`config.mk`:
```
export PLATFORM = sky130hd
export DESIGN_NAME = adc_misc_config_regs
export DESIGN_NICKNAME = d
export VERILOG_FILES = /design/src/pkg/adc_misc_pkg.sv /design/src/core/sample_buf.sv /design/src/core/adc_misc_config_regs.sv
export VERILOG_INCLUDE_DIRS = /design/src /design/src/pkg
export SDC_FILE = /design/constraint.sdc
export NUM_CORES = 1
export LEC_CHECK = 0
export BUFFER_PORTS_ARGS = -buffer_cell sky130_fd_sc_hd__buf_2
export CAP_MARGIN = 20
export CORE_MARGIN = 2
export CORE_UTILIZATION = 45
export CTS_CLUSTER_SIZE = 16
export DETAILED_ROUTE_END_ITERATION = 12
export PLACE_DENSITY_LB_ADDON = 0.1
export SLEW_MARGIN = 20
export SYNTH_ARGS = -nofsm -noshare
export SYNTH_HDL_FRONTEND = slang
export SYNTH_SLANG_ARGS = --single-unit
```
`constraint.sdc`:
```
create_clock -name clk -period 4.7 [get_ports clk]
set_input_delay 0.47 -clock clk [delete_from_list [all_inputs] [get_ports clk]]
set_output_delay 0.47 -clock clk [all_outputs]
set_load 0.01 [all_outputs]
```
`src/pkg/adc_misc_regs.svh`:
```
// Behaviour
// - swing enable field: 00 off, 11 on
// - all four check bits lower min rate
// - override bit picks pin or register
// - disable bit kills enhancement under override
// - every register resets to zero
// - all channels sampled on falling edge
// - result appears ten clocks after sampling; out_data shows it two clocks later, after the buffer
// - output words are twos complement
// - output words move on both out_clk edges, launched from the rising clock edge
`ifndef ADC_MISC_REGS_SVH
`define ADC_MISC_REGS_SVH

// register indices, byte address is index times four
`define IDX_LCC_A      8'h4a
`define IDX_LCC_B      8'h62
`define IDX_LCC_C      8'h92
`define IDX_LCC_D      8'h7a
`define IDX_OVERRIDE   8'hea
`define IDX_SWING      8'hf1
`define IDX_TUNING_B   8'hf5
`define IDX_PDN        8'hfe
`define IDX_ENH_DIS    8'h44

// number of register slots
`define CR_NREG        9

// writable bit masks, other bits read zero
`define MSK_LCC        8'h01
`define MSK_OVERRIDE   8'h80
`define MSK_SWING      8'h23
`define MSK_TUNING_B   8'h42
`define MSK_PDN        8'h0f
`define MSK_ENH_DIS    8'h01

// reset value of every register
`define CR_RESET       8'h00

// field positions
`define BIT_LCC        0
`define BIT_OVERRIDE   7
`define BIT_ENH_DIS    0
`define SWING_HI       1
`define SWING_LO       0
`define SWING_ON_CODE  2'h3

// pipeline depth in sampling clocks
`define CONV_LATENCY   10
// sample width and sign bit
`define SMP_W          14
`define SMP_MSB        13

`endif

```
`src/pkg/adc_misc_pkg.sv`:
```
package adc_misc_pkg;

    // one sample of each of the four channels
    typedef struct packed {
        logic [13:0] d;
        logic [13:0] c;
        logic [13:0] b;
        logic [13:0] a;
    } quad_sample_t;

    // decoded configuration seen by the converter
    typedef struct packed {
        logic       swing_on;
        logic       low_clock_ok;
        logic       enh_on;
        logic [3:0] pdn;
    } conv_cfg_t;

endpackage

```
`src/core/sample_buf.sv`:
```
`timescale 1ns/100ps
// two-entry buffer between the pipeline and the output port
module sample_buf #(
    parameter int W     = 56,
    parameter int DEPTH = 2
) (
    // clocking
    input  wire logic         clk,
    input  wire logic         rst_n,
    input  wire logic         ce,
    // fill side
    input  wire logic         in_valid,
    output logic              in_ready,
    input  wire logic [W-1:0] in_data,
    // drain side
    output logic              out_valid,
    input  wire logic         out_ready,
    output logic [W-1:0]      out_data
);
    localparam int AW = $clog2(DEPTH);

    logic [W-1:0] mem_r [DEPTH];  // entry storage
    logic [AW-1:0] wr_r;          // write index
    logic [AW-1:0] rd_r;          // read index
    logic [AW:0]   cnt_r;         // entries held
    logic          push;          // accepted write
    logic          pop;           // accepted read

    // honest full and empty
    assign in_ready  = (cnt_r != (AW+1)'(DEPTH));
    assign out_valid = (cnt_r != '0);
    assign out_data  = mem_r[rd_r];
    assign push      = ce && in_valid && in_ready;
    assign pop       = ce && out_valid && out_ready;

    // entry write
    always_ff @(posedge clk) begin
        if (push) begin
            mem_r[wr_r] <= in_data;
        end
    end

    // pointers and fill count
    always_ff @(posedge clk or negedge rst_n) begin
        if (!rst_n) begin
            wr_r  <= '0;
            rd_r  <= '0;
            cnt_r <= '0;
        end else begin
            if (push) begin
                wr_r <= (wr_r == AW'(DEPTH - 1)) ? '0 : wr_r + 1'b1;
            end
            if (pop) begin
                rd_r <= (rd_r == AW'(DEPTH - 1)) ? '0 : rd_r + 1'b1;
            end
            cnt_r <= cnt_r + (AW+1)'(push) - (AW+1)'(pop);
        end
    end

    // never more than depth entries
    buf_bound_a: assert property (@(posedge clk) disable iff (!rst_n)
        cnt_r <= (AW+1)'(DEPTH))
        else $error("buffer count above depth");
endmodule

```
`src/core/adc_misc_config_regs.sv`:
```
`timescale 1ns/100ps
`include "adc_misc_regs.svh"
// configuration registers and digital output path of the converter
module adc_misc_config_regs (
    // clocking
    input  wire logic                        clk,
    input  wire logic                        rst_n,
    input  wire logic                        ce,
    // wishbone slave
    input  wire logic                        cyc_i,
    input  wire logic                        stb_i,
    input  wire logic                        we_i,
    input  wire logic [9:0]                  adr_i,
    input  wire logic [3:0]                  sel_i,
    input  wire logic [31:0]                 dat_i,
    output logic [31:0]                      dat_o,
    output logic                             ack_o,
    // pins and converter core
    input  wire logic                        enhancement_select_pin,
    input  wire adc_misc_pkg::quad_sample_t  conv_code,
    output adc_misc_pkg::conv_cfg_t          cfg,
    // double data rate output port
    input  wire logic                        out_ready,
    output logic                             out_clk,
    output adc_misc_pkg::quad_sample_t       out_data
);
    typedef adc_misc_pkg::quad_sample_t qs_t;

    // slot index to register index
    function automatic logic [7:0] slot_idx(input int s);
        case (s)
            0: return `IDX_LCC_A;
            1: return `IDX_LCC_B;
            2: return `IDX_LCC_C;
            3: return `IDX_LCC_D;
            4: return `IDX_OVERRIDE;
            5: return `IDX_SWING;
            6: return `IDX_TUNING_B;
            7: return `IDX_PDN;
            default: return `IDX_ENH_DIS;
        endcase
    endfunction

    // slot index to writable mask
    function automatic logic [7:0] slot_msk(input int s);
        case (s)
            0, 1, 2, 3: return `MSK_LCC;
            4: return `MSK_OVERRIDE;
            5: return `MSK_SWING;
            6: return `MSK_TUNING_B;
            7: return `MSK_PDN;
            default: return `MSK_ENH_DIS;
        endcase
    endfunction

    // offset binary to twos complement, zero when powered down
    function automatic logic [13:0] to_tc(input logic [13:0] raw,
                                          input logic pd);
        logic [13:0] v;
        v = raw;
        v[`SMP_MSB] = ~raw[`SMP_MSB];
        return pd ? '0 : v;
    endfunction

    // ------------------------------------------------------------
    // register bus
    // ------------------------------------------------------------
    logic [7:0]  regs_r [`CR_NREG];  // register storage
    logic [`CR_NREG-1:0] hit;        // per slot address match
    logic        req;                // live request not yet answered
    logic        wr_en;              // write accepted this edge
    logic [7:0]  rd_byte;            // selected read value
    logic [31:0] rd_nxt;             // read data next value

    assign req   = cyc_i && stb_i && !ack_o;
    assign wr_en = ce && req && we_i && sel_i[0];

    // one register per slot, masked so reserved bits stay zero
    generate
        for (genvar s = 0; s < `CR_NREG; s++) begin : g_reg
            assign hit[s] = (adr_i[9:2] == slot_idx(s));
            always_ff @(posedge clk or negedge rst_n) begin
                if (!rst_n) begin
                    regs_r[s] <= `CR_RESET;
                end else if (wr_en && hit[s]) begin
                    regs_r[s] <= dat_i[7:0] & slot_msk(s);
                end
            end
        end
    endgenerate

    // read mux, unmapped reads return zero
    always_comb begin
        rd_byte = 8'h00;
        for (int s = 0; s < `CR_NREG; s++) begin
            if (hit[s]) begin
                rd_byte = regs_r[s];
            end
        end
        rd_nxt = {24'h000000, rd_byte};
    end

    // ack one cycle after the request, dropped the cycle after
    always_ff @(posedge clk or negedge rst_n) begin
        if (!rst_n) begin
            ack_o <= 1'b0;
            dat_o <= 32'h00000000;
        end else if (ce) begin
            ack_o <= req;
            if (req && !we_i) begin
                dat_o <= rd_nxt;
            end
        end
    end

    // ------------------------------------------------------------
    // configuration decode
    // ------------------------------------------------------------
    logic override_bit;  // register governs enhancement
    logic dis_bit;       // enhancement disable bit
    logic [1:0] swing_f; // swing control enable field

    assign override_bit = regs_r[4][`BIT_OVERRIDE];
    assign dis_bit      = regs_r[8][`BIT_ENH_DIS];
    assign swing_f      = regs_r[5][`SWING_HI:`SWING_LO];

    // swing control only on the enabled code, reserved codes off
    assign cfg.swing_on = (swing_f == `SWING_ON_CODE);
    // reduced minimum rate needs all four check bits
    assign cfg.low_clock_ok = regs_r[0][`BIT_LCC]
                           && regs_r[1][`BIT_LCC]
                           && regs_r[2][`BIT_LCC]
                           && regs_r[3][`BIT_LCC];
    // pin or register chooses the enhancement
    assign cfg.enh_on = override_bit ? !dis_bit
                                     : enhancement_select_pin;
    // channel power-down, bit 3 is channel d down to bit 0 a
    assign cfg.pdn = regs_r[7][3:0];

    // ------------------------------------------------------------
    // conversion path
    // ------------------------------------------------------------
    qs_t  cap_r;                       // falling edge capture
    qs_t  pipe_r [`CONV_LATENCY];      // latency stages
    logic [`CONV_LATENCY-1:0] fill_r;  // stage holds a sample
    logic adv;                         // pipeline moves this edge
    logic buf_in_ready;                // buffer accepts a word
    logic buf_out_valid;               // buffer holds a word
    qs_t  buf_out;                     // word at buffer head
    logic pop;                         // word leaves on the port

    assign adv = ce && buf_in_ready;

    // all channels caught together on the falling edge
    always_ff @(negedge clk or negedge rst_n) begin
        if (!rst_n) begin
            cap_r <= '0;
        end else if (ce) begin
            cap_r <= conv_code;
        end
    end

    // ten stages, coding and power-down applied on entry
    generate
        for (genvar k = 0; k < `CONV_LATENCY; k++) begin : g_stage
            always_ff @(posedge clk or negedge rst_n) begin
                if (!rst_n) begin
                    pipe_r[k] <= '0;
                    fill_r[k] <= 1'b0;
                end else if (adv) begin
                    if (k == 0) begin
                        pipe_r[k].a <= to_tc(cap_r.a, cfg.pdn[0]);
                        pipe_r[k].b <= to_tc(cap_r.b, cfg.pdn[1]);
                        pipe_r[k].c <= to_tc(cap_r.c, cfg.pdn[2]);
                        pipe_r[k].d <= to_tc(cap_r.d, cfg.pdn[3]);
                        fill_r[k]   <= 1'b1;
                    end else begin
                        pipe_r[k] <= pipe_r[(k == 0) ? 0 : k - 1];
                        fill_r[k] <= fill_r[(k == 0) ? 0 : k - 1];
                    end
                end
            end
        end
    endgenerate

    // stall-safe hand-off to the output port
    sample_buf #(
        .W     ($bits(qs_t)),
        .DEPTH (2)
    ) u_buf (
        .clk       (clk),
        .rst_n     (rst_n),
        .ce        (ce),
        .in_valid  (fill_r[`CONV_LATENCY-1]),
        .in_ready  (buf_in_ready),
        .in_data   (pipe_r[`CONV_LATENCY-1]),
        .out_valid (buf_out_valid),
        .out_ready (out_ready),
        .out_data  (buf_out)
    );

    assign pop = ce && buf_out_valid && out_ready;

    // each word launched on alternate edges of the output clock
    always_ff @(posedge clk or negedge rst_n) begin
        if (!rst_n) begin
            out_clk  <= 1'b0;
            out_data <= '0;
        end else if (pop) begin
            out_clk  <= !out_clk;
            out_data <= buf_out;
        end
    end

    // ------------------------------------------------------------
    // checks
    // ------------------------------------------------------------
    logic [3:0] run_r;  // consecutive advancing edges, saturating

    // count unbroken pipeline advances
    always_ff @(posedge clk or negedge rst_n) begin
        if (!rst_n) begin
            run_r <= 4'h0;
        end else if (!adv) begin
            run_r <= 4'h0;
        end else if (run_r != 4'ha) begin
            run_r <= run_r + 4'h1;
        end
    end

    swing_code_a: assert property (@(posedge clk) disable iff (!rst_n)
        (ce && req && we_i && sel_i[0] && hit[5] && dat_i[1:0] != 2'h3)
        |=> !cfg.swing_on)
        else $error("swing enabled by a reserved or off code");

    low_clock_a: assert property (@(posedge clk) disable iff (!rst_n)
        cfg.low_clock_ok |-> (regs_r[0][0] && regs_r[1][0]
                              && regs_r[2][0] && regs_r[3][0]))
        else $error("low clock mode without all check bits");

    pin_rule_a: assert property (@(posedge clk) disable iff (!rst_n)
        !override_bit |-> cfg.enh_on == enhancement_select_pin)
        else $error("enhancement not following its pin");

    dis_effect_a: assert property (@(posedge clk) disable iff (!rst_n)
        (override_bit && dis_bit) |-> !cfg.enh_on)
        else $error("enhancement on while disabled");

    reset_zero_a: assert property (@(posedge clk)
        $past(!rst_n) |-> (cfg.pdn == 4'h0 && !cfg.swing_on
                           && !cfg.low_clock_ok && dat_o == '0))
        else $error("register not zero after reset");

    pdn_zero_a: assert property (@(posedge clk) disable iff (!rst_n)
        (adv && cfg.pdn[2]) |=> pipe_r[0].c == 14'h0000)
        else $error("powered down channel gave data");

    same_instant_a: assert property (@(negedge clk) disable iff (!rst_n)
        ce |=> cap_r == $past(conv_code))
        else $error("channels not sampled together");

    latency_ten_a: assert property (@(posedge clk) disable iff (!rst_n)
        (run_r == 4'ha && cfg.pdn == 4'h0 && $past(cfg.pdn, 10) == 4'h0)
        |-> pipe_r[9].a == to_tc($past(cap_r.a, 10), 1'b0))
        else $error("result not ten clocks after sampling");

    twos_comp_a: assert property (@(posedge clk) disable iff (!rst_n)
        (adv && !cfg.pdn[1]) |=> pipe_r[0].b[13] != $past(cap_r.b[13]))
        else $error("sign bit not inverted");

    ddr_edge_a: assert property (@(posedge clk) disable iff (!rst_n)
        pop |=> (out_clk != $past(out_clk) && out_data == $past(buf_out)))
        else $error("word not launched on an output edge");

    stall_cov: cover property (@(posedge clk) disable iff (!rst_n)
        buf_out_valid && !out_ready ##1 !buf_in_ready);
    override_cov: cover property (@(posedge clk) disable iff (!rst_n)
        override_bit && dis_bit && enhancement_select_pin);
    low_clock_cov: cover property (@(posedge clk) disable iff (!rst_n)
        cfg.low_clock_ok);
endmodule

```
# After elaboration in Yosys (flattened, before gate mapping)

Memory sizes are Yosys's and may differ from the RTL's. A register that Yosys moved wholly into a read port is not among the register bits.
Index checks and enable logic that the tools add are counted.

Memories kept: 1
Word-level logic and storage cells: 137
Latch bits: 0
Output and inout port bits: 97
ROM bits: 0
Bits of input ports: 110
Register bits: 655
Bits in writable memories: 112

Reductions and logical operators: 30
Shifts and indexed selects: 0
Order comparisons: 0
Eq/ne operators: 11
Divide/modulo/power cells: 0
Bitwise operators: 4
Multiplexer cells: 18
Add/subtract/negate cells: 4
Multiply operators: 0

Memory list:

| memory      | words | width | rd ports | clocked after memory_dff | write ports | RTL line         | source |
|---|---|---|---|---|---|---|---|
| u_buf.mem_r | 2     | 56    | 1        | 1                        | 1           | sample_buf.sv:22 | `logic [W-1:0] mem_r [DEPTH];` |

Operators with widths:

| operator                                      | count |
|---|---|
| 2-to-1 mux 14 bit                             | 4 |
| == test 8 bit, second input constant          | 5 |
| 2-to-1 mux 8 bit                              | 5 |
| == test 8 x 7 -> 1 bit, second input constant | 4 |
| logical AND 1 bit                             | 23 |
| 2-to-1 mux 1 bit                              | 9 |
| zero test 1 bit                               | 5 |
| inverter 1 bit                                | 4 |
| adder 1 bit, second input constant            | 2 |
| adder 2 x 1 -> 2 bit                          | 1 |
| == test 2 bit, second input constant          | 1 |
| inequality test 2 bit, second input constant  | 1 |
| AND reduction 2 bit                           | 1 |
| nonzero test 2 bit                            | 1 |
| subtractor 2 x 1 -> 2 bit                     | 1 |

# Depth between registers and ports, before layout

Depth after elaboration: 10
Mapped depth: 9
Depth with buffers taken out: 7

# By module

From an unflattened synthesis, not the netlist that was laid out.

Cell total of the unflattened synthesis: 1898
Area, all modules: 31366.3 sq um

By module, submodules not included:

| module               | instances | area each (sq um) | cells an instance | sequential area each (sq um) |
|---|---|---|---|---|
| adc_misc_config_regs | 1         | 26959.6           | 1702              | 17666.9 |
| sample_buf           | 1         | 4406.7            | 196               | 3463.3 |

==> impl_metrics.yaml <==
critical_path:
  crit_end: "cap_r[29]"
  r2r_cells: 2
  crit_family: "buffers and inverters"
  r2r_start: "cap_r[8]"
  cp.depth: 2
  slowest_delay_ns: 0.56
  required_ns: 3.07
  slowest_stage: "dlygate4sd3_1"
  cp-end-kind: "asynchronous set/reset pin"
  reg2reg_to: "pipe_r[512]"
  start_kind: "input port"
  crit_fanout: 83
  crit_start: "rst_n"
  critPathArrivalTime_ns: 1.64
  worstSetupPathType: "in2async"
  path_cells: "dlygate4sd3_1, buf_8"
  cp_num_buf_inv: 2
  r2r_slack_ns: 1.63
cells_and_area:
  fillCellCount: 6283
  area_growth_syn_to_layout_pct: 13.6
  nets: 3254
  antenna_cells: 0
  fin_util: 0.516
  drive_above_1_share: 0.121
yosys:
  ys_seq_area_frac: 0.680
  synth.area.top_cells: "dfrtp_1 53%, nand2_1 20%, edfxtp_1 11%"
  synth.ff_latch_count: 822
  synth_area_leader_cell: "dfrtp_1"
  synth_top_area_frac: 0.527
  ys_top_cells_by_count: "1663 x nand2_1, 654 x dfrtp_1, 112 x edfxtp_1"
  async_reset_ff_frac: 0.864
  ys_types: 43
  synth_warnings: 0
  synth_area_um2: 31100
  syn_area_per_cell_um2: 10.2
  yosysMostFrequentCell: "nand2_1"
  synth_edf_count: 112
  ys_dominant_reg_cell: "dfrtp_1"
  synthCells: 3037
cts:
  clk_latency_ns: 0.61
  postCtsHoldBufs: 1
  cts_buffers: 87
  cts_setup_buffers: 0
  htreeDepth: 3
  root_buffer: "clkbuf_16"
  clk_path_buf_depth: 3
  clkTransAtPathRegs_ns: 0.05
  cts_resized: 0
  cts_tree: "built"
  clock-sinks: 822
sta:
  skew_ns: 0.0261
  hold_violations: 0
  slew_headroom: 0.349
  setup_violations: 0
  slew_violations: 0
  rsz0062_at_grt: "false"
  fin_tns_setup_ns: 0
  tightestPinTransition_ns: 0.976
floorplan:
  dieArea_um2: 71200
  num_rows: 96
  start_util: 0.454
  die_w_um: 267
  ios: 207
  core_um2: 68500
  die_h_um: 267
global_routing:
  antenna_found_initial: 0
  grt_max_degree: 197
  grt_pass1_wl_um: 95600
  overflow: 0
  track_usage: 0.160
  grt_pass1_vias: 19062
worst_hold_path:
  min-delay-start: "dat_i[5]"
  worstHoldPathType: "in2reg"
route:
  wirelength_um: 55100
  firstDrtPassIters: 4
  drt_iter0_markers: 1241
  num_vias: 18958
  ant_nets: 0
  viasPerCell: 4.64
  drcViolationCount: 0
  routedWlPerCell_um: 13.5
power:
  pwr_density_cell_nw_per_um2: 615
  p_leak_nw: 18.2
  peakVddDrop_mv: 0.276
  power.total_mw: 21.7
placement:
  gp_congestion: 0.743
  dp_hpwl_um: 32900
  io_buffers: 151
run_status:
  status: "finished, final reports clean"
flow_run:
  drv_cap: 0
-- power breakdown --
part	total, mW	switching (mW)	internal [mW]
clock network	6.61	2.67	3.94
registers	11.1	1.37	9.73
logic	4.01	2.56	1.45
-- kinds of logic after synthesis --
family                     share of synthesized area
xor gates and xnor gates                     0.00141
buffers and inverters                         0.0306
and+or+nand+nor                                0.221
adders and majority gates                   0.000805
DFF                                            0.680
other                                       0.000121
muxes                                         0.0444
AOI/OAI and AO/OA                             0.0219
-- cells in the final DEF, fill, tap and decap left out, types with 2 or more instances in the layout --
| cell type | n |
|---|---|
| nand2_1 | 1663 |
| dfrtp_1 | 653 |
| buf_2 | 150 |
| edfxtp_1 | 112 |
| o21ai_0 | 108 |
| clkbuf_16 | 90 |
| mux2_2 | 69 |
| mux2i_1 | 58 |
| nand2b_1 | 56 |
| dfrtn_1 | 56 |
| conb_1 | 25 |
| clkbuf_8 | 25 |
| clkbuf_1 | 17 |
| buf_4 | 15 |
| buf_12 | 11 |
| nor2_1 | 9 |
| clkinv_2 | 8 |
| inv_1 | 6 |
| clkinvlp_4 | 6 |
| o31ai_1 | 5 |
| xnor2_1 | 5 |
| and4b_1 | 4 |
| nand4_1 | 4 |
| nor2b_1 | 4 |
| nor3b_1 | 4 |
| inv_6 | 4 |
| a22o_1 | 3 |
| clkinv_1 | 3 |
| or3b_1 | 2 |
| nand3_1 | 2 |
| a211oi_1 | 2 |
| nand4b_1 | 2 |
| mux2_1 | 2 |
| ha_1 | 2 |
-- state kept, by name, summed over array words and instances (netlist names), 2 cells and up --
name	flops
dat_o	7
cap_r	56
u_buf.mem_r	112
regs_r	9
pipe_r	560
cfg	4
u_buf.cnt_r	2
fill_r	10
out_data	56
-- per-stage QoR --
stage | hold slack, ns | setup slack (ns) | cells | cell area [µm²]
finish | 0.0894 | 1.43 | 4089 | 35300
global placement | 0.442 | 0.927 | 3934 | 32500
global route | 0.0591 | 1.33 | 4089 | 35300
CTS | 0.0427 | 1.42 | 4089 | 35300
floorplan | 0.174 | 0.824 | 3061 | 31200
detailed placement | 0.442 | 0.884 | 3934 | 32500
-- metal layers --
metal	vias to the layer above	part of all wire	GRT usage
li1	9734	-	-
met1	8881	0.52	0.241
met2	250	0.42	0.237
met3	93	0.034	0.0287
met4	0	0.022	0.0478
met5	-	0	0
-- final cells by class --
class                           instances  area (µm²)  share of cell area
Sequential cell                       822       21100               0.599
Multi-Input combinational cell       2046        9110               0.258
Clock buffer                          132        2660              0.0753
Timing Repair Buffer                  179        1120              0.0317
Tap cell                              882        1100              0.0313
Clock inverter                         22         161             0.00457
Inverter                                6        22.5            0.000638
-- worst min path at each step --
stage                         to  cells after the start
detailed placement     fill_r[1]                      2
finish                regs_r[29]                      2
CTS                   regs_r[29]                      2
global route        override_bit                      2
floorplan                  ack_o                      0
global placement       fill_r[1]                      2
Power figures use the tool's default switching activity.
